**config.mk**
```make
export PLATFORM = sky130hd
export DESIGN_NAME = ulbn_top
export DESIGN_NICKNAME = d
export VERILOG_FILES = /design/src/ulbn_top.v /design/src/ulbn_bitcnt.v
export VERILOG_INCLUDE_DIRS = /design/src /design/src/inc
export SDC_FILE = /design/constraint.sdc
export NUM_CORES = 1
export LEC_CHECK = 0
export ABC_AREA = 1
export ABC_CLOCK_PERIOD_IN_PS = 2700
export BUFFER_PORTS_ARGS = -buffer_cell sky130_fd_sc_hd__buf_4
export CORE_AREA = 2 2 103 105
export CTS_CLUSTER_DIAMETER = 150
export DETAILED_ROUTE_END_ITERATION = 7
export DIE_AREA = 0 0 105 107
export PLACE_DENSITY = 0.86
export SLEW_MARGIN = 30
export SYNTH_ARGS = -nofsm -noshare
export SYNTH_HDL_FRONTEND = slang
export SYNTH_SLANG_ARGS = --single-unit
```
**constraint.sdc**
```tcl
create_clock -name mclk -period 2.7 [get_ports mclk]
set_input_delay 0.54 -clock mclk [delete_from_list [all_inputs] [get_ports mclk]]
set_output_delay 0.54 -clock mclk [all_outputs]
set_load 0.01 [all_outputs]
```
**src/inc/ulbn_defs.vh**
```
/*
  register map, field positions, reset values and timing counts of the
  extended serial status/control block.
  assumes a 50 mhz bus clock and a baud tick from outside.
*/
`ifndef ULBN_DEFS_VH
`define ULBN_DEFS_VH
`define ULBN_OFS_EXT_STATUS 3'h0
`define ULBN_OFS_EXTRA_CTL 3'h1
`define ULBN_OFS_CTL 3'h2
`define ULBN_OFS_DATA 3'h3
`define ULBN_OFS_IRQ_STATUS 3'h4
`define ULBN_OFS_IRQ_MASK 3'h5
`define ULBN_BIT_LBK_FLAG 7
`define ULBN_BIT_EDGE_FLAG 6
`define ULBN_BIT_RX_INV 4
`define ULBN_BIT_WAKE_IDLE 3
`define ULBN_BIT_LONG_BRK 2
`define ULBN_BIT_LBK_EN 1
`define ULBN_BIT_RX_ACTIVE 0
`define ULBN_BIT_NINTH_RX 7
`define ULBN_BIT_NINTH_TX 6
`define ULBN_BIT_SW_DIR 5
`define ULBN_BIT_NINE 0
`define ULBN_BIT_STANDBY 1
`define ULBN_BIT_LOOP 2
`define ULBN_BIT_LOOP_SRC 3
`define ULBN_BIT_SEND_BRK 4
`define ULBN_IRQ_LBK 0
`define ULBN_IRQ_EDGE 1
`define ULBN_IRQ_IDLE 2
`define ULBN_IRQ_FULL 3
`define ULBN_IRQ_FERR 4
`define ULBN_IRQ_TXDONE 5
`define ULBN_RST_BYTE 8'h00
`define ULBN_BRK_TX_SHORT 5'd10
`define ULBN_BRK_TX_LONG 5'd13
`define ULBN_BRK_RX_SHORT 5'd10
`define ULBN_BRK_RX_LONG 5'd11
`define ULBN_IDLE_CHAR 5'd10
`define ULBN_OVS 5'd16
`endif

```
**src/ulbn_top.v**
```verilog
/*
  extended status and control of an asynchronous serial port: lin break
  detection, receive edge, polarity inversion, break generation, ninth bits,
  single-wire direction, plus a small receiver and transmitter to drive them.
  assumes an avalon-mm master on mclk and a 16x oversampling baud tick.
*/
// Local design decisions: the Avalon-MM slave port and the register offsets.
// Behaviour
// (RQ1) lin break with detection enabled sets lin_break_flag; write one clears
// (RQ2) active rx edge, by polarity, sets rx_edge_flag; write one clears
// (RQ3) rx_polarity_invert inverts the receive pin for every purpose
// (RQ4) in standby, idle sets line_quiet_flag only if wake_idle_sets_flag
// (RQ5) sent break is 10/11 or 13/14 bit times by long_break_select
// (RQ6) framing error detection ignores long_break_select
// (RQ7) break threshold 10/11 bits, or 11/12 with lin detection enabled
// (RQ8) lin detection enabled blocks framing_error_flag and rx_full_flag
// (RQ9) receiver_active_flag set at valid start, cleared on idle line
// (RQ10) software with internal oscillator on lin should enable lin detection
// (RQ11) ninth received bit shown above the received byte
// (RQ12) software reads ninth_rx_bit before the data register
// (RQ13) data write sends nine bits with ninth_tx_bit on top; bit is kept
// (RQ14) software updates ninth_tx_bit before the data write when needed
// (RQ15) single-wire mode: single_wire_tx_direction sets transmit pin direction
// (RQ16) line high a full character after activity sets line_quiet_flag
// (RQ17) stop bit sampled zero sets framing_error_flag with rx_full_flag
// (RQ18) writing zero to flags or to receiver_active_flag changes nothing
`include "ulbn_defs.vh"
`default_nettype none
module ulbn_top (
  input wire mclk,
  input wire rst_n,
  input wire [2:0] avs_address,
  input wire avs_read,
  input wire avs_write,
  input wire [31:0] avs_writedata,
  output reg [31:0] avs_readdata,
  output reg avs_waitrequest,
  input wire baud_tick,
  input wire receive_pin,
  input wire transmit_pin_in,
  output reg transmit_pin_out,
  output reg transmit_pin_oe_n,
  output reg irq
);
  localparam RX_IDLE = 2'h0;
  localparam RX_DATA = 2'h1;
  localparam RX_STOP = 2'h2;
  localparam TX_IDLE = 2'h0;
  localparam TX_SHIFT = 2'h1;
  localparam TX_BREAK = 2'h2;

  reg [7:0] ctl_q;
  reg lbk_flag_q, edge_flag_q, rx_inv_q, wake_idle_q, long_brk_q, lbk_en_q, rx_act_q;
  reg ninth_rx_q, ninth_tx_q, sw_dir_q;
  reg [7:0] rx_byte_q;
  reg [5:0] irq_st_q, irq_mask_q;
  reg ack_q;
  reg line_q, line_prev_q;
  reg [1:0] rx_state_q, tx_state_q;
  reg [3:0] rx_sub_q, tx_sub_q;
  reg [3:0] rx_cnt_q, tx_cnt_q;
  reg [8:0] rx_sh_q;
  reg [10:0] tx_sh_q;
  reg [4:0] brk_left_q;
  reg quiet_armed_q;
  wire nine = ctl_q[`ULBN_BIT_NINE];
  wire single_wire = ctl_q[`ULBN_BIT_LOOP] & ctl_q[`ULBN_BIT_LOOP_SRC];
  // a write lands at the edge where the master sees waitrequest low
  wire wr = avs_write & ack_q;
  wire rd = avs_read & ~ack_q;
  wire [7:0] wb = avs_writedata[7:0];
  ////////////////////////////////////////////////////////////////////////////
  // receive line: loop source in single-wire mode, then optional inversion
  wire raw_in = single_wire ? transmit_pin_in : receive_pin;
  wire line_d = raw_in ^ rx_inv_q; // see (RQ3)
  always @(posedge mclk) begin
    if (!rst_n) begin
      line_q <= 1'b1;
      line_prev_q <= 1'b1;
    end else begin
      line_q <= line_d;
      line_prev_q <= line_q;
    end
  end
  // after inversion the active edge is always a fall of line_q
  wire edge_ev = line_prev_q & ~line_q; // see (RQ2)
  ////////////////////////////////////////////////////////////////////////////
  // break and idle counters; threshold does not depend on long_break_select
  wire [4:0] brk_lim = (lbk_en_q ? `ULBN_BRK_RX_LONG : `ULBN_BRK_RX_SHORT)
    + {4'h0, nine}; // see (RQ7) (RQ6)
  wire [4:0] quiet_lim = `ULBN_IDLE_CHAR + {4'h0, nine};
  wire brk_hit, quiet_hit;
  reg brk_hit_prev_q, quiet_prev_q;
  ulbn_bitcnt u_brk (
    .mclk(mclk), .rst_n(rst_n), .tick(baud_tick), .run(~line_q),
    .limit(brk_lim), .hit(brk_hit)
  );
  ulbn_bitcnt u_quiet (
    .mclk(mclk), .rst_n(rst_n), .tick(baud_tick), .run(line_q),
    .limit(quiet_lim), .hit(quiet_hit)
  );
  wire brk_ev = brk_hit & ~brk_hit_prev_q;
  wire quiet_ev = quiet_hit & ~quiet_prev_q & quiet_armed_q; // see (RQ16)
  wire quiet_sets = quiet_ev & (~ctl_q[`ULBN_BIT_STANDBY] | wake_idle_q); // see (RQ4)
  ////////////////////////////////////////////////////////////////////////////
  // receiver: midpoint sampling at 16x, 8 or 9 data bits
  wire mid = baud_tick & (rx_sub_q == 4'h7);
  wire [3:0] rx_bits = nine ? 4'h9 : 4'h8;
  reg char_ev, ferr_ev;
  always @* begin
    char_ev = 1'b0;
    ferr_ev = 1'b0;
    if (rx_state_q == RX_STOP && mid && !lbk_en_q) begin // see (RQ8)
      char_ev = 1'b1;
      ferr_ev = ~line_q; // see (RQ17)
    end
  end
  always @(posedge mclk) begin
    if (!rst_n) begin
      rx_state_q <= RX_IDLE;
      rx_sub_q <= 4'h0;
      rx_cnt_q <= 4'h0;
      rx_sh_q <= 9'h000;
      rx_act_q <= 1'b0;
      brk_hit_prev_q <= 1'b0;
      quiet_prev_q <= 1'b0;
      quiet_armed_q <= 1'b0;
    end else begin
      brk_hit_prev_q <= brk_hit;
      quiet_prev_q <= quiet_hit;
      if (baud_tick) begin
        rx_sub_q <= rx_sub_q + 4'h1;
      end
      if (rx_state_q == RX_IDLE && edge_ev) begin
        rx_sub_q <= 4'h0;
      end
      if (quiet_ev) begin
        quiet_armed_q <= 1'b0;
      end else if (!line_q) begin
        quiet_armed_q <= 1'b1;
      end
      if (quiet_hit) begin
        rx_act_q <= 1'b0; // see (RQ9)
      end
      case (rx_state_q)
        RX_IDLE: begin
          if (mid && !line_q) begin
            rx_act_q <= 1'b1; // see (RQ9)
            rx_cnt_q <= 4'h0;
            rx_state_q <= RX_DATA;
          end
        end
        RX_DATA: begin
          if (mid) begin
            rx_sh_q <= nine ? {line_q, rx_sh_q[8:1]} : {1'b0, line_q, rx_sh_q[7:1]};
            rx_cnt_q <= rx_cnt_q + 4'h1;
            if (rx_cnt_q + 4'h1 == rx_bits) begin
              rx_state_q <= RX_STOP;
            end
          end
        end
        RX_STOP: begin
          if (mid) begin
            rx_state_q <= RX_IDLE;
          end
        end
        default: rx_state_q <= RX_IDLE;
      endcase
    end
  end
  ////////////////////////////////////////////////////////////////////////////
  // transmitter: data frame or break, one bit per 16 ticks
  wire send_data = wr && avs_address == `ULBN_OFS_DATA;
  wire send_brk = wr && avs_address == `ULBN_OFS_CTL && wb[`ULBN_BIT_SEND_BRK];
  wire [4:0] brk_len = (long_brk_q ? `ULBN_BRK_TX_LONG : `ULBN_BRK_TX_SHORT)
    + {4'h0, nine}; // see (RQ5)
  wire [3:0] frame_len = nine ? 4'hb : 4'ha;
  wire bit_end = baud_tick & (tx_sub_q == 4'hf);
  reg tx_done_ev;
  always @(posedge mclk) begin
    if (!rst_n) begin
      tx_state_q <= TX_IDLE;
      tx_sub_q <= 4'h0;
      tx_cnt_q <= 4'h0;
      tx_sh_q <= 11'h7ff;
      brk_left_q <= 5'h00;
      tx_done_ev <= 1'b0;
      transmit_pin_out <= 1'b1;
      transmit_pin_oe_n <= 1'b0;
    end else begin
      tx_done_ev <= 1'b0;
      // pin released only when single-wire mode asks for input
      transmit_pin_oe_n <= single_wire & ~sw_dir_q; // see (RQ15)
      if (baud_tick) begin
        tx_sub_q <= tx_sub_q + 4'h1;
      end
      case (tx_state_q)
        TX_IDLE: begin
          transmit_pin_out <= 1'b1;
          tx_sub_q <= 4'h0;
          if (send_brk) begin
            brk_left_q <= brk_len;
            tx_state_q <= TX_BREAK;
          end else if (send_data) begin
            // frame lsb first: start, data, ninth bit when enabled, stop
            tx_sh_q <= nine ? {1'b1, ninth_tx_q, wb, 1'b0}
              : {1'b1, 1'b1, wb, 1'b0}; // see (RQ13)
            tx_cnt_q <= 4'h0;
            tx_state_q <= TX_SHIFT;
          end
        end
        TX_SHIFT: begin
          transmit_pin_out <= tx_sh_q[0];
          if (bit_end) begin
            tx_sh_q <= {1'b1, tx_sh_q[10:1]};
            tx_cnt_q <= tx_cnt_q + 4'h1;
            if (tx_cnt_q + 4'h1 == frame_len) begin
              tx_state_q <= TX_IDLE;
              tx_done_ev <= 1'b1;
            end
          end
        end
        TX_BREAK: begin
          transmit_pin_out <= 1'b0;
          if (bit_end) begin
            brk_left_q <= brk_left_q - 5'h01;
            if (brk_left_q == 5'h01) begin
              tx_state_q <= TX_IDLE;
              tx_done_ev <= 1'b1;
            end
          end
        end
        default: tx_state_q <= TX_IDLE;
      endcase
    end
  end
  ////////////////////////////////////////////////////////////////////////////
  // registers; set wins over write-one clear on every sticky flag
  wire [7:0] ext_status = {lbk_flag_q, edge_flag_q, 1'b0, rx_inv_q, wake_idle_q,
    long_brk_q, lbk_en_q, rx_act_q};
  wire [7:0] extra_ctl = {ninth_rx_q, ninth_tx_q, sw_dir_q, 5'h00};
  wire [5:0] ev_vec = {tx_done_ev, ferr_ev, char_ev, quiet_sets, edge_ev, brk_ev & lbk_en_q};
  wire st_wr = wr && avs_address == `ULBN_OFS_EXT_STATUS;
  always @(posedge mclk) begin
    if (!rst_n) begin
      ctl_q <= `ULBN_RST_BYTE;
      {lbk_flag_q, edge_flag_q, rx_inv_q, wake_idle_q, long_brk_q, lbk_en_q} <= 6'h00;
      {ninth_rx_q, ninth_tx_q, sw_dir_q} <= 3'h0;
      rx_byte_q <= `ULBN_RST_BYTE;
      irq_st_q <= 6'h00;
      irq_mask_q <= 6'h00;
      ack_q <= 1'b0;
      avs_waitrequest <= 1'b1;
      avs_readdata <= 32'h00000000;
      irq <= 1'b0;
    end else begin
      ack_q <= (avs_read | avs_write) & ~ack_q;
      avs_waitrequest <= ~((avs_read | avs_write) & ~ack_q);
      irq <= |(irq_st_q & irq_mask_q);
      // writing one clears, zero leaves the flag; event wins
      lbk_flag_q <= (brk_ev & lbk_en_q)
        | (lbk_flag_q & ~(st_wr & wb[`ULBN_BIT_LBK_FLAG])); // see (RQ1) (RQ18)
      edge_flag_q <= edge_ev
        | (edge_flag_q & ~(st_wr & wb[`ULBN_BIT_EDGE_FLAG])); // see (RQ2) (RQ18)
      irq_st_q <= ev_vec | (irq_st_q
        & ~((wr && avs_address == `ULBN_OFS_IRQ_STATUS) ? wb[5:0] : 6'h00));
      if (st_wr) begin
        // receiver_active_flag is not writable
        rx_inv_q <= wb[`ULBN_BIT_RX_INV];
        wake_idle_q <= wb[`ULBN_BIT_WAKE_IDLE];
        long_brk_q <= wb[`ULBN_BIT_LONG_BRK];
        lbk_en_q <= wb[`ULBN_BIT_LBK_EN]; // see (RQ18)
      end
      if (wr && avs_address == `ULBN_OFS_EXTRA_CTL) begin
        ninth_tx_q <= wb[`ULBN_BIT_NINTH_TX];
        sw_dir_q <= wb[`ULBN_BIT_SW_DIR];
      end
      if (wr && avs_address == `ULBN_OFS_CTL) begin
        ctl_q <= {4'h0, wb[3:0]};
      end
      if (wr && avs_address == `ULBN_OFS_IRQ_MASK) begin
        irq_mask_q <= wb[5:0];
      end
      if (char_ev) begin
        rx_byte_q <= rx_sh_q[7:0];
        ninth_rx_q <= nine & rx_sh_q[8]; // see (RQ11)
      end
      if (rd) begin
        case (avs_address)
          `ULBN_OFS_EXT_STATUS: avs_readdata <= {24'h000000, ext_status};
          `ULBN_OFS_EXTRA_CTL: avs_readdata <= {24'h000000, extra_ctl};
          `ULBN_OFS_CTL: avs_readdata <= {24'h000000, ctl_q};
          `ULBN_OFS_DATA: avs_readdata <= {24'h000000, rx_byte_q};
          `ULBN_OFS_IRQ_STATUS: avs_readdata <= {26'h0000000, irq_st_q};
          `ULBN_OFS_IRQ_MASK: avs_readdata <= {26'h0000000, irq_mask_q};
          default: avs_readdata <= 32'h00000000;
        endcase
      end
    end
  end
endmodule
`default_nettype wire

```
**src/ulbn_bitcnt.v**
```verilog
/*
  counts baud ticks of one line level, reports when a threshold is reached.
  assumes a one-cycle oversampling tick from the baud generator.
*/
`default_nettype none
module ulbn_bitcnt (
  input wire mclk,
  input wire rst_n,
  input wire tick,
  input wire run,
  input wire [4:0] limit,
  output reg hit
);
  reg [3:0] sub_q;
  reg [4:0] bits_q;
  always @(posedge mclk) begin
    if (!rst_n || !run) begin
      sub_q <= 4'h0;
      bits_q <= 5'h00;
      hit <= 1'b0;
    end else if (tick) begin
      sub_q <= sub_q + 4'h1;
      if (sub_q == 4'hf && bits_q != 5'h1f) begin
        bits_q <= bits_q + 5'h01;
      end
      // compare the count as it stands after this tick, so a run of exactly
      // limit bits is seen before the line leaves the level
      hit <= (((sub_q == 4'hf && bits_q != 5'h1f) ? bits_q + 5'h01 : bits_q) >= limit);
    end
  end
endmodule
`default_nettype wire

```
=== Word level (Yosys, flattened, before mapping) ===
Index checks and enable logic that the tools add are counted.

* Bitwise logic cells: 37
* Mux-type cells: 48
* Add/subtract/negate cells: 12
* $lt $le $gt $ge: 2
* Reductions and logical operators: 35
* Eq/ne operators: 30

{| class="wikitable"
|+ Operator list
! cell !! number
|-
| $pmux 8 s6 || 1
|-
| $mux 11 || 3
|-
| $add 4x1->4 const B || 6
|-
| $pmux 11 s2 || 1
|-
| $mux 2 || 10
|-
| $mux 4 || 5
|-
| $mux 5 || 4
|-
| $ne 2x2->1 const B || 10
|-
| $and 1x1->1 || 18
|-
| $pmux 4 s2 || 2
|-
| $logic_and 1x1->1 || 13
|-
| $mux 1 || 13
|-
| $and 6x6->6 || 2
|-
| $eq 4x4->1 const B || 3
|-
| $pmux 2 s3 || 2
|-
| $add 4x1->5 || 2
|-
| $add 5x1->5 const B || 2
|-
| $ge 5x5->1 || 2
|-
| $mux 10 || 1
|-
| $ne 5x5->1 const B || 2
|-
| $not 1->1 || 10
|-
| $pmux 5 s2 || 1
|-
| $mux 9 || 1
|-
| $eq 4x4->1 || 2
|-
| 31 further kinds || 48
|}

* Bits of input ports: 42
* Flip-flop bits (word level): 142
* Output and inout bits: 36

=== Depth between registers and ports, before layout ===
Gate-level depths: netlist of run 1.

* Depth in word-level cells: 6
* Mapped depth: 14

=== Hierarchy ===
A second synthesis of run 1 with hierarchy kept.

* Cell total of the unflattened synthesis: 837
* Area, all modules: 5957.0 µm²

{| class="wikitable"
|+ By module, submodules not included
! module !! cells an instance !! seq. area each (µm²) !! area an instance (µm²) !! instances
|-
| ulbn_top || 639 || 1941.9 || 4618.2 || 1
|-
| ulbn_bitcnt || 99 || 200.2 || 669.4 || 2
|}

=== Worst setup path after synthesis of run 1 ===
Ideal clock, no wire load.

* Path type: register to register
* Start: register u_brk.bits_q[0]
* End: register u_brk.hit
* Library setup time: 119 ps
* Clock period less this slack: 2088 ps
* Arrival time: 1968 ps
* Stages on the path, launching flop included: 15
* Setup slack: 612 ps
* Path through: dfxtp_1 -> ha_1 -> inv_1 -> nor3_1 -> ha_1 -> nor2_1 -> xor2_1 -> inv_1 -> ha_1 -> inv_1 -> a21boi_0 -> o21ai_0 -> nand2_1 -> nand2_1 -> a21oi_1

* Cells in the longest elaborated chain, start to end: 4

{| class="wikitable"
|+ RTL lines
! element !! RTL line !! text
|-
| start, declared || ulbn_bitcnt.v:15 || <nowiki>reg [4:0] bits_q;</nowiki>
|-
| start signal, assigned || ulbn_bitcnt.v:24 || <nowiki>bits_q <= bits_q + 5'h01;</nowiki>
|-
| branches (longest 2 deep; another with $add 5x1->5) || - ||
|-
| $mux 5 (*) || ulbn_bitcnt.v:28 || <nowiki>hit <= (((sub_q == 4'hf && bits_q != 5'h1f) ? bits_q + 5'h01 : bits_q) >= limit);</nowiki>
|-
| $ge 5x5->1 (*) || ulbn_bitcnt.v:28 ||
|-
| end signal, assigned || ulbn_bitcnt.v:28 ||
|-
| end, declared || ulbn_bitcnt.v:12 || <nowiki>output reg hit</nowiki>
|}

Every way passes the cells marked *.
A chain may end at the register's enable or synchronous reset.

=== Final worst setup path of run 1 ===
Ends and elaborated chain as after synthesis.

==> impl_metrics.py, run 1 <==
metrics = {
    "clock_tree": {
        "cts_sinks": 117,
        "clk_latency_ps": 520,
        "cts_buffers": 17,
        "cts_setup_buffers": 0,
        "clockRootBuffer": "clkbuf_8",
        "clk_pin_slew_worst_paths_ps": 60,
        "cts-htree-levels": 4,
        "ctsLongestPathBuffers": 2,
        "cts_resized": 0,
        "cts_hold_buf": 0,
        "tritoncts": "built",
    },
    "sta": {
        "hold_violations": 0,
        "relSlewSlack_pct": 54.04,
        "setup_viol": 0,
        "final.period_utilization_pct": 87.70,
        "fin_ws_ps": 332.0,
        "slew_violations": 0,
        "worst_slew_pin_slew_ps": 683.2,
        "skew_ps": 3.674,
        "max_freq_mhz": 422.3,
        "whs_ps": 286.8,
        "grt_setup_unrepaired": "false",
        "period_minus_slack_ps": 2368,
        "finalSetupTns_ps": 0,
    },
    "finish": {
        "diodes": 0,
        "mostFrequentLayoutCell": "nand2_1",
        "drive_above_1_share_pct": 9.881,
        "syn2layout_area_growth_pct": 13.71,
        "num-fill-cells": 809,
        "nets": 892,
        "layout_common_cells": "nand2_1 (160), dfxtp_1 (117), inv_1 (93), o21ai_0 (85), a21oi_1 (73)",
    },
    "setup_path": {
        "reg2reg_depth": 14,
        "cp-start-kind": "flip-flop",
        "crit_path_end_kind": "flip-flop",
        "crit_required_ps": 3150,
        "crit_fanout": 8,
        "crit_arrival_ps": 2820,
        "path_class": "reg2reg",
        "crit_chain": "ha_1 -> inv_1 -> nor3_1 -> ha_1 -> nor2_1 -> inv_1 -> nor2_1 -> xor2_1 -> inv_1 -> ha_1 -> o21ai_0 -> nand2_1 -> nand2_1 -> a21oi_1",
        "cp_slowest_cell": "nor2_1",
        "max_stage_delay_ps": 360,
    },
    "logic_synthesis": {
        "yosysTopAreaCell": "dfxtp_1",
        "async_reset_ff_share_pct": 0,
        "yosysWarnings": 0,
        "synth_area_leaders": "dfxtp_1 (41%), nand2_1 (10%), o21ai_0 (7.4%), a21oi_1 (6.4%), inv_1 (6.1%)",
        "synthCells": 801,
        "synth_edf_count": 0,
        "synth.top_cell.area_share_pct": 40.80,
        "ys_ff_latch": 117,
        "netlist_area_um2": 5741,
        "synth_cell_types": 41,
        "yosysSeqAreaShare_pct": 40.80,
        "ys.flop_type": "dfxtp_1",
        "synth_area_per_cell_um2": 7.167,
    },
    "global_route": {
        "first_global_vias": 4689,
        "track_usage_pct": 23.77,
        "grt_first_pass_wirelength_mm": 21.44,
        "antenna_found_initial": 0,
        "overflow": 0,
        "grt_max_degree": 51,
    },
    "drt": {
        "viasPerCell": 5.338,
        "wl_per_cell_um": 13.23,
        "drtPass1Iterations": 5,
        "ant_nets": 0,
        "drc": 0,
        "routed_wl_mm": 12.91,
        "drt_iter0_drc": 453,
        "vias": 5210,
    },
    "placement": {
        "port_buffers": 29,
        "place_ws_ps": 365.1,
        "dp_hpwl_mm": 8.695,
        "place.gp.congestion": 0.9234,
    },
    "min_path": {
        "min_delay_path_depth": 3,
        "hp-class": "in2reg",
    },
    "flow_run": {
        "maxCapViolCount": 0,
    },
    "power_and_ir_drop": {
        "p_leak_nw": 2.914,
        "cellPowerDensity_nw_per_um2": 823.1,
        "max-vdd-ir-drop_mv": 0.5369,
        "totalPowerFinal_mw": 5.372,
    },
    "floorplan": {
        "row_count": 37,
        "dieArea_um2": 11240,
        "io_pins": 78,
        "core_um2": 10090,
        "die_w_um": 105,
        "initial_core_util_pct": 56.88,
        "die_h_um": 107,
    },
    "run_status": {
        "outcome": "completed",
    },
}
logic make-up after synthesis:
kind of cell,count (synthesis),share of synthesized area [%]
adder cells (fa/ha/maj),23,5.013
AO/OA/AOI/OAI,175,15.76
AND/OR/NAND/NOR,328,25.13
other,1,0.06533
multiplexers,2,0.3487
flip-flops,117,40.80
buffers and inverters,147,11.66
XOR/XNOR,8,1.221
metal layers:
metal	wire length [um]	GRT usage, %	vias up
met3	833	5.106	31
met5	0	0	-
li1	-	-	2637
met2	6134	39.80	186
met1	5638	29.60	2356
met4	308	10.38	0
stage by stage:
stage               instances  area (um^2)  utilization (%)
CTS                       976         6528            64.68
global route              976         6528            64.68
global placement          944         5943            58.89
floorplan                 824         5827                -
finish                    976         6528            64.68
detailed placement        944         5943            58.89
Yosys cell counts, types with 3 or more instances:
| library cell | count |
|---|---|
| dfxtp_1 | 117 |
| clkbuf_1 | 13 |
| o22ai_1 | 3 |
| buf_4 | 25 |
| nor2_1 | 69 |
| ha_1 | 23 |
| a21oi_1 | 73 |
| nor3b_1 | 4 |
| nand3_1 | 57 |
| buf_2 | 7 |
| inv_2 | 4 |
| inv_1 | 93 |
| nor3_1 | 9 |
| nand3b_1 | 3 |
| a31oi_1 | 6 |
| xnor2_1 | 3 |
| xor2_1 | 5 |
| o21ai_0 | 85 |
| nand2_2 | 4 |
| nand4_1 | 11 |
| nand2_1 | 160 |
worst max-delay path: cells and delay by family (launching register included):
family / cells / cell delay [ps]
AND/OR/NAND/NOR: 5 / 650
XOR/XNOR: 1 / 220
buffers and inverters: 3 / 220
AO/OA/AOI/OAI: 2 / 190
flip-flops: 1 / 340
adder cells (fa/ha/maj): 3 / 650
power breakdown:
group	switching [mW]	total (mW)	leakage (nW)	internal, mW
sequential	0.104	1.99	0.949	1.88
clock	0.807	2.19	0.271	1.38
combinational	0.796	1.20	1.69	0.402
flip-flops by register name, summed over array words and instances (netlist names), 5 cells and up:
register / count
avs_readdata: 8
brk_left_q: 5
irq_mask_q: 6
irq_st_q: 6
rx_byte_q: 8
rx_sh_q: 9
tx_sh_q: 10
u_brk.bits_q: 5
u_quiet.bits_q: 5
worst paths after layout:
check | from | endpoint | slack, ps
setup reg to reg | u_brk.bits_q[0] | u_brk.hit | 330
setup / recovery | u_brk.bits_q[0] | u_brk.hit | 330
hold reg to reg | u_brk.hit | brk_hit_prev_q | 450
hold / removal | rst_n | quiet_prev_q | 290
layout make-up:
cell class / instances / area, um^2 / share of cell area (%)
clock inverters: 12 / 128.9 / 1.974
well taps: 136 / 170.2 / 2.607
flip-flops and latches: 117 / 2342 / 35.88
inverters: 98 / 367.9 / 5.635
repair buffers: 33 / 247.7 / 3.795
clock buffers: 20 / 455.4 / 6.977
multi-input cells: 560 / 2815 / 43.13
No activity file was read; power rests on OpenSTA's default activity.
==> run 2, diff against run 1 <==
--- a/config.mk
+++ b/config.mk
@@ -9,12 +9,13 @@
 export ABC_AREA = 1
 export ABC_CLOCK_PERIOD_IN_PS = 2700
 export BUFFER_PORTS_ARGS = -buffer_cell sky130_fd_sc_hd__buf_4
-export CORE_AREA = 2 2 103 105
+export CORE_AREA = 2 2 105 107
 export CTS_CLUSTER_DIAMETER = 150
 export DETAILED_ROUTE_END_ITERATION = 7
-export DIE_AREA = 0 0 105 107
+export DIE_AREA = 0 0 107 109
 export PLACE_DENSITY = 0.86
 export SLEW_MARGIN = 30
 export SYNTH_ARGS = -nofsm -noshare
 export SYNTH_HDL_FRONTEND = slang
+export SYNTH_HIERARCHICAL = 1
 export SYNTH_SLANG_ARGS = --single-unit
==> impl_metrics.py, run 2 <==
metrics = {
    "drt": {
        "routed_wl_mm": 12.96,
        "drtPass1Iterations": 5,
        "drt_iter0_drc": 378,
        "viasPerCell": 5.274,
        "vias": 5422,
        "wl_per_cell_um": 12.61,
        "ant_nets": 0,
        "drc": 0,
    },
    "global_route": {
        "grt_first_pass_wirelength_mm": 22.01,
        "grt_max_degree": 35,
        "first_global_vias": 4874,
        "track_usage_pct": 23.83,
        "overflow": 0,
        "antenna_found_initial": 0,
    },
    "power_and_ir_drop": {
        "p_leak_nw": 3.127,
        "swShare_pct": 30.71,
        "intPower_mw": 3.846,
        "clkPwrFrac_pct": 42.2,
        "totalPowerFinal_mw": 5.551,
        "power.share.combinational_pct": 22.2,
        "max-vdd-ir-drop_mv": 0.6285,
        "cellPowerDensity_nw_per_um2": 810.9,
        "seq_power_share_pct": 35.6,
        "p_sw_mw": 1.705,
    },
    "finish": {
        "diodes": 0,
        "syn2layout_area_growth_pct": 14.91,
        "top_regs": "tx_sh_q: 10 flops, rx_sh_q: 9 flops",
        "mostFrequentLayoutCell": "nand2_1",
        "regMostFlops": "tx_sh_q",
        "drive_above_1_share_pct": 11.04,
        "largest_reg_flops": 10,
        "layout.cells.non_filler": 1028,
        "nets": 946,
        "layout_common_cells": "nand2_1 (181), dfxtp_1 (117), inv_1 (99), nor2_1 (86), o21ai_0 (82)",
    },
    "sta": {
        "period_minus_slack_ps": 2213,
        "final.period_utilization_pct": 81.97,
        "grt_setup_unrepaired": "false",
        "worst_slew_pin_slew_ps": 666.1,
        "max_freq_mhz": 451.8,
        "slew_violations": 0,
        "relSlewSlack_pct": 55.43,
        "skew_ps": 6.134,
        "hold_violations": 0,
        "finalSetupTns_ps": 0,
        "whs_ps": 299.6,
        "fin_ws_ps": 486.7,
        "setup_viol": 0,
    },
    "placement": {
        "place.gp.congestion": 0.8277,
        "dp_hpwl_mm": 8.969,
        "place_ws_ps": 590.8,
        "port_buffers": 29,
        "dp.cells": 996,
    },
    "floorplan": {
        "die_h_um": 109,
        "core_um2": 10600,
        "dieArea_um2": 11660,
        "die_w_um": 107,
        "io_pins": 78,
        "row_count": 38,
        "initial_core_util_pct": 56.18,
    },
    "clock_tree": {
        "cts_setup_buffers": 0,
        "cts_hold_buf": 0,
        "clockRootBuffer": "clkbuf_8",
        "ctsLongestPathBuffers": 2,
        "cts-htree-levels": 4,
        "cts_sinks": 117,
        "tritoncts": "built",
        "clk_pin_slew_worst_paths_ps": 60,
        "cts_resized": 0,
        "clk_latency_ps": 530,
        "cts_buffers": 17,
    },
    "logic_synthesis": {
        "yosysTopAreaCell": "dfxtp_1",
        "synth.top_cell.area_share_pct": 39.32,
        "yosysWarnings": 6,
        "ys_ff_latch": 117,
        "ys.flop_type": "dfxtp_1",
        "yosysSeqAreaShare_pct": 39.32,
        "synth_top_cells_by_count": "nand2_1 (181), dfxtp_1 (117), inv_1 (99)",
        "synth_area_per_cell_um2": 7.117,
        "synth_edf_count": 0,
        "synth_cell_types": 40,
        "synth.most_common_cell": "nand2_1",
        "netlist_area_um2": 5957,
        "synth_area_leaders": "dfxtp_1 (39%), nand2_1 (11%), o21ai_0 (6.9%), inv_1 (6.2%), ha_1 (6.1%)",
        "synthCells": 837,
        "async_reset_ff_share_pct": 0,
    },
    "flow_run": {
        "maxCapViolCount": 0,
    },
    "setup_path": {
        "rrSetupSlack_ps": 490,
        "crit_path_end_kind": "flip-flop",
        "path_class": "reg2reg",
        "cp-start-kind": "flip-flop",
        "crit_required_ps": 3160,
        "crit_arrival_ps": 2670,
        "crit_fanout": 6,
    },
    "run_status": {
        "outcome": "completed",
    },
    "min_path": {
        "hp-class": "in2reg",
    },
}
-- run 2: cell count changes in the layout (fill, tap and decap cells not counted), moves of 6 or more --
cell | before | now
nand2_1 | 160 | 181
nand2_2 | 4 | 10
conb_1 | 24 | 30
ha_1 | 23 | 29
nand3_1 | 57 | 46
inv_1 | 93 | 99
nor2_1 | 69 | 86
-- run 2: cell type report --
cell class	instances	area, um^2
sequential	117	2342
clock buffer	20	445.4
clock inverter	12	175.2
fill	883	3757
tap	140	175.2
timing repair buffer	37	277.8
inverter	102	382.9
multi-input combinational	600	3047
-- run 2: cells by family after synthesis --
family	Yosys count	share of synthesized area [%]
compound gates	173	15.48
xor+xnor	5	0.7353
fa+ha+maj	29	6.091
buf+inv	148	11.30
flops	117	39.32
mux	2	0.3361
other cells	2	0.1261
simple gates	361	26.61
-- run 2: power groups by stage --
| stage | Clock [mW] | Combinational, mW | Sequential [mW] |
|---|---|---|---|
| 6_report | 2.34 | 1.23 | 1.98 |
| 5_1_grt | 2.46 | 1.41 | 1.99 |
| 4_1_cts | 2.37 | 1.22 | 1.97 |
| 3_5_place_dp | 0 | 1.20 | 2.01 |
| 3_3_place_gp | 0 | 1.17 | 2.00 |
| 2_1_floorplan | 0 | 1.01 | 1.99 |
-- run 2: final timing paths --
check / from / cells past startpoint / end
setup / recovery: u_brk/bits_q[0] / 15 / u_brk/hit
hold / removal: avs_writedata[3] / 3 / wake_idle_q
setup reg to reg: u_brk/bits_q[0] / 15 / u_brk/hit
hold reg to reg: tx_done_ev / 2 / irq_st_q[5]
-- run 2: per-layer routing --
| metal | up-vias | wire length [um] | track usage [%] | share of wire [%] |
|---|---|---|---|---|
| met1 | 2463 | 5635 | 29.49 | 43 |
| li1 | 2743 | - | - | - |
| met2 | 188 | 6137 | 39.40 | 47 |
| met5 | - | 0 | 0 | 0 |
| met4 | 0 | 278 | 10.58 | 2.1 |
| met3 | 28 | 908 | 6.037 | 7.0 |
-- run 2: metrics by stage --
step / cell area [um^2] / util [%]
finish: 6845 / 64.56
global route: 6845 / 64.56
CTS: 6845 / 64.56
detailed placement: 6225 / 58.71
global placement: 6225 / 58.71
floorplan: 6062 / -
-- run 2: worst max-delay path, stage by stage (launching register included) --
cell and delay (ps):
dfxtp_1 330, ha_1 210, nand2_1 90, nor2_1 50, ha_1 170, inv_1 60
nand2_1 80, nor2_4 160, o21ai_0 120, nand2_1 110, inv_1 60, ha_1 260
inv_1 50, nor3b_1 200, nor2_1 60, a21oi_1 120
==> run 3, diff against run 2 <==
--- a/config.mk
+++ b/config.mk
@@ -7,13 +7,13 @@
 export NUM_CORES = 1
 export LEC_CHECK = 0
 export ABC_AREA = 1
-export ABC_CLOCK_PERIOD_IN_PS = 2700
+export ABC_CLOCK_PERIOD_IN_PS = 1900
 export BUFFER_PORTS_ARGS = -buffer_cell sky130_fd_sc_hd__buf_4
-export CORE_AREA = 2 2 105 107
+export CORE_AREA = 2 2 111 113
 export CTS_CLUSTER_DIAMETER = 150
 export DETAILED_ROUTE_END_ITERATION = 7
-export DIE_AREA = 0 0 107 109
-export PLACE_DENSITY = 0.86
+export DIE_AREA = 0 0 113 115
+export PLACE_DENSITY = 0.81
 export SLEW_MARGIN = 30
 export SYNTH_ARGS = -nofsm -noshare
 export SYNTH_HDL_FRONTEND = slang
==> constraint.sdc (replaced) <==
create_clock -name mclk -period 1.9 [get_ports mclk]
set_input_delay 0.38 -clock mclk [delete_from_list [all_inputs] [get_ports mclk]]
set_output_delay 0.38 -clock mclk [all_outputs]
set_load 0.01 [all_outputs]
==> impl_metrics.py, run 3 (same netlist as run 2, synthesis figures left out) <==
metrics = {
    "power_and_ir_drop": {
        "p_leak_nw": 3.371,
        "p_sw_mw": 2.442,
        "totalPowerFinal_mw": 8.158,
        "clkPwrFrac_pct": 42.8,
        "cellPowerDensity_nw_per_um2": 1101,
        "swShare_pct": 29.93,
        "power.share.combinational_pct": 22.7,
        "max-vdd-ir-drop_mv": 0.7933,
        "intPower_mw": 5.716,
        "seq_power_share_pct": 34.5,
    },
    "finish": {
        "mostFrequentLayoutCell": "nand2_1",
        "diodes": 0,
        "syn2layout_area_growth_pct": 24.43,
        "drive_above_1_share_pct": 19.10,
        "largest_reg_flops": 10,
        "regMostFlops": "tx_sh_q",
        "layout.cells.non_filler": 1084,
        "fin_util_pct": 62.75,
        "top_regs": "tx_sh_q: 10 flops, rx_sh_q: 9 flops",
        "layout_common_cells": "nand2_1 (173), dfxtp_1 (113), inv_1 (94), buf_4 (86), nor2_1 (84)",
        "nets": 996,
    },
    "min_path": {
        "hp-class": "in2reg",
        "worstHoldStart": "avs_read",
    },
    "setup_path": {
        "crit_chain": "ha_4 -> nand2_2 -> nor2_1 -> ha_2 -> inv_2 -> nand2_2 -> nor2_4 -> o21ai_1 -> nand2_1 -> inv_1 -> ha_1 -> inv_2 -> nor2_1 -> o211ai_1 -> a21oi_1",
        "cp_slowest_cell": "dfxtp_2",
        "crit_required_ps": 2240,
        "cp-start-kind": "flip-flop",
        "crit_arrival_ps": 2380,
        "crit_fanout": 6,
        "path_class": "reg2reg",
        "crit_path_end_kind": "flip-flop",
        "max_stage_delay_ps": 330,
        "critPathLaunch": "u_brk/bits_q[0]",
        "rr_startpoint": "u_brk/bits_q[0]",
        "rrSetupSlack_ps": -130,
    },
    "drt": {
        "ant_nets": 0,
        "vias": 5641,
        "drtPass1Iterations": 7,
        "drc": 6,
        "drt_iter0_drc": 321,
        "routed_wl_mm": 14.36,
        "viasPerCell": 5.204,
        "wl_per_cell_um": 13.24,
    },
    "clock_tree": {
        "cts_hold_buf": 0,
        "tritoncts": "built",
        "cts_sinks": 117,
        "ctsLongestPathBuffers": 2,
        "cts-htree-levels": 4,
        "clk_pin_slew_worst_paths_ps": 60,
        "cts_buffers": 17,
        "clk_latency_ps": 420,
        "clockRootBuffer": "clkbuf_16",
    },
    "floorplan": {
        "core_um2": 11810,
        "die_h_um": 115,
        "die_w_um": 113,
        "initial_core_util_pct": 50.43,
        "dieArea_um2": 13000,
        "io_pins": 78,
        "row_count": 40,
    },
    "sta": {
        "slew_violations": 0,
        "finalSetupTns_ps": -265.7,
        "grt_setup_unrepaired": "true",
        "fin_ws_ps": -134.2,
        "worst_slew_pin_slew_ps": 559.4,
        "setup_viol": 3,
        "max_freq_mhz": 491.6,
        "skew_ps": 5.793,
        "final.period_utilization_pct": 107.1,
        "relSlewSlack_pct": 62.31,
        "period_minus_slack_ps": 2034,
        "hold_violations": 0,
    },
    "global_route": {
        "overflow": 0,
        "grt_max_degree": 39,
        "track_usage_pct": 22.63,
        "first_global_vias": 5164,
        "grt_first_pass_wirelength_mm": 23.72,
        "antenna_found_initial": 0,
    },
    "placement": {
        "place_ws_ps": -180.9,
        "port_buffers": 29,
        "dp.cells": 1025,
        "place.gp.congestion": 0.8953,
        "dp_hpwl_mm": 9.233,
    },
    "run_status": {
        "outcome": "finished with violations",
        "violations": "DRC, setup timing",
    },
    "flow_run": {
        "maxCapViolCount": 0,
    },
}
run 3: changes by cell type in the layout (fill, tap and decap cells not counted), sizes merged:
cell      previous run  this run
buf                 37        87
bufinv               4         5
clkbuf              20        19
clkinv               3         2
clkinvlp             3         4
inv                104       103
run 3: cell type report:
class / count / area, um^2
Clock buffer: 19 / 442.9
Clock inverter: 12 / 202.7
Sequential cell: 117 / 2347
Multi-Input combinational cell: 600 / 3187
Timing Repair Buffer: 87 / 665.6
Inverter: 102 / 382.9
Fill cell: 974 / 4399
Tap cell: 147 / 183.9
run 3: routing by layer:
metal  global-route usage [%]  share of wire, %  up-vias
li1                         -                 -     2848
met1                    27.60                44     2605
met2                    39.40                49      160
met3                    4.692               5.6       28
met4                    8.780               1.9        0
met5                        0                 0        -
run 3: critical path, delay by kind of cell (launching register included):
| kind | cells | cell delay [ps] |
|---|---|---|
| fa+ha+maj | 3 | 600 |
| simple gates | 6 | 540 |
| compound gates | 3 | 360 |
| flops | 1 | 330 |
| buf+inv | 3 | 150 |
run 3: repair_timing:
action / 4_1_cts / 5_1_grt
pin swaps: 17 / 17
buffers inserted: 26 / 4
setup endpoints to repair: 2 / 4
hold endpoints to repair: 0 / 0
resized for setup: 19 / 11
run 3: final timing paths:
| check | to | depth (start not counted) |
|---|---|---|
| setup / recovery | u_brk/hit | 15 |
| hold / removal | ack_q | 3 |
| setup reg to reg | u_brk/hit | 15 |
| hold reg to reg | irq_st_q[5] | 2 |
run 3: per-stage QoR:
step	hold slack [ps]	instance area, um^2
2_1_floorplan	415.3	6087
4_1_cts	244.0	7360
3_3_place_gp	422.2	6436
3_5_place_dp	423.4	6436
6_report	255.7	7412
5_1_grt	250.5	7412
run 3: power by group through the flow:
| stage | Sequential [mW] | Combinational, mW | Clock [mW] |
|---|---|---|---|
| floorplan | 2.83 | 1.44 | 0 |
| detailed placement | 2.86 | 1.75 | 0 |
| finish | 2.82 | 1.85 | 3.49 |
| global route | 2.84 | 2.11 | 3.64 |
| CTS | 2.81 | 1.83 | 3.53 |
| global placement | 2.85 | 1.72 | 0 |
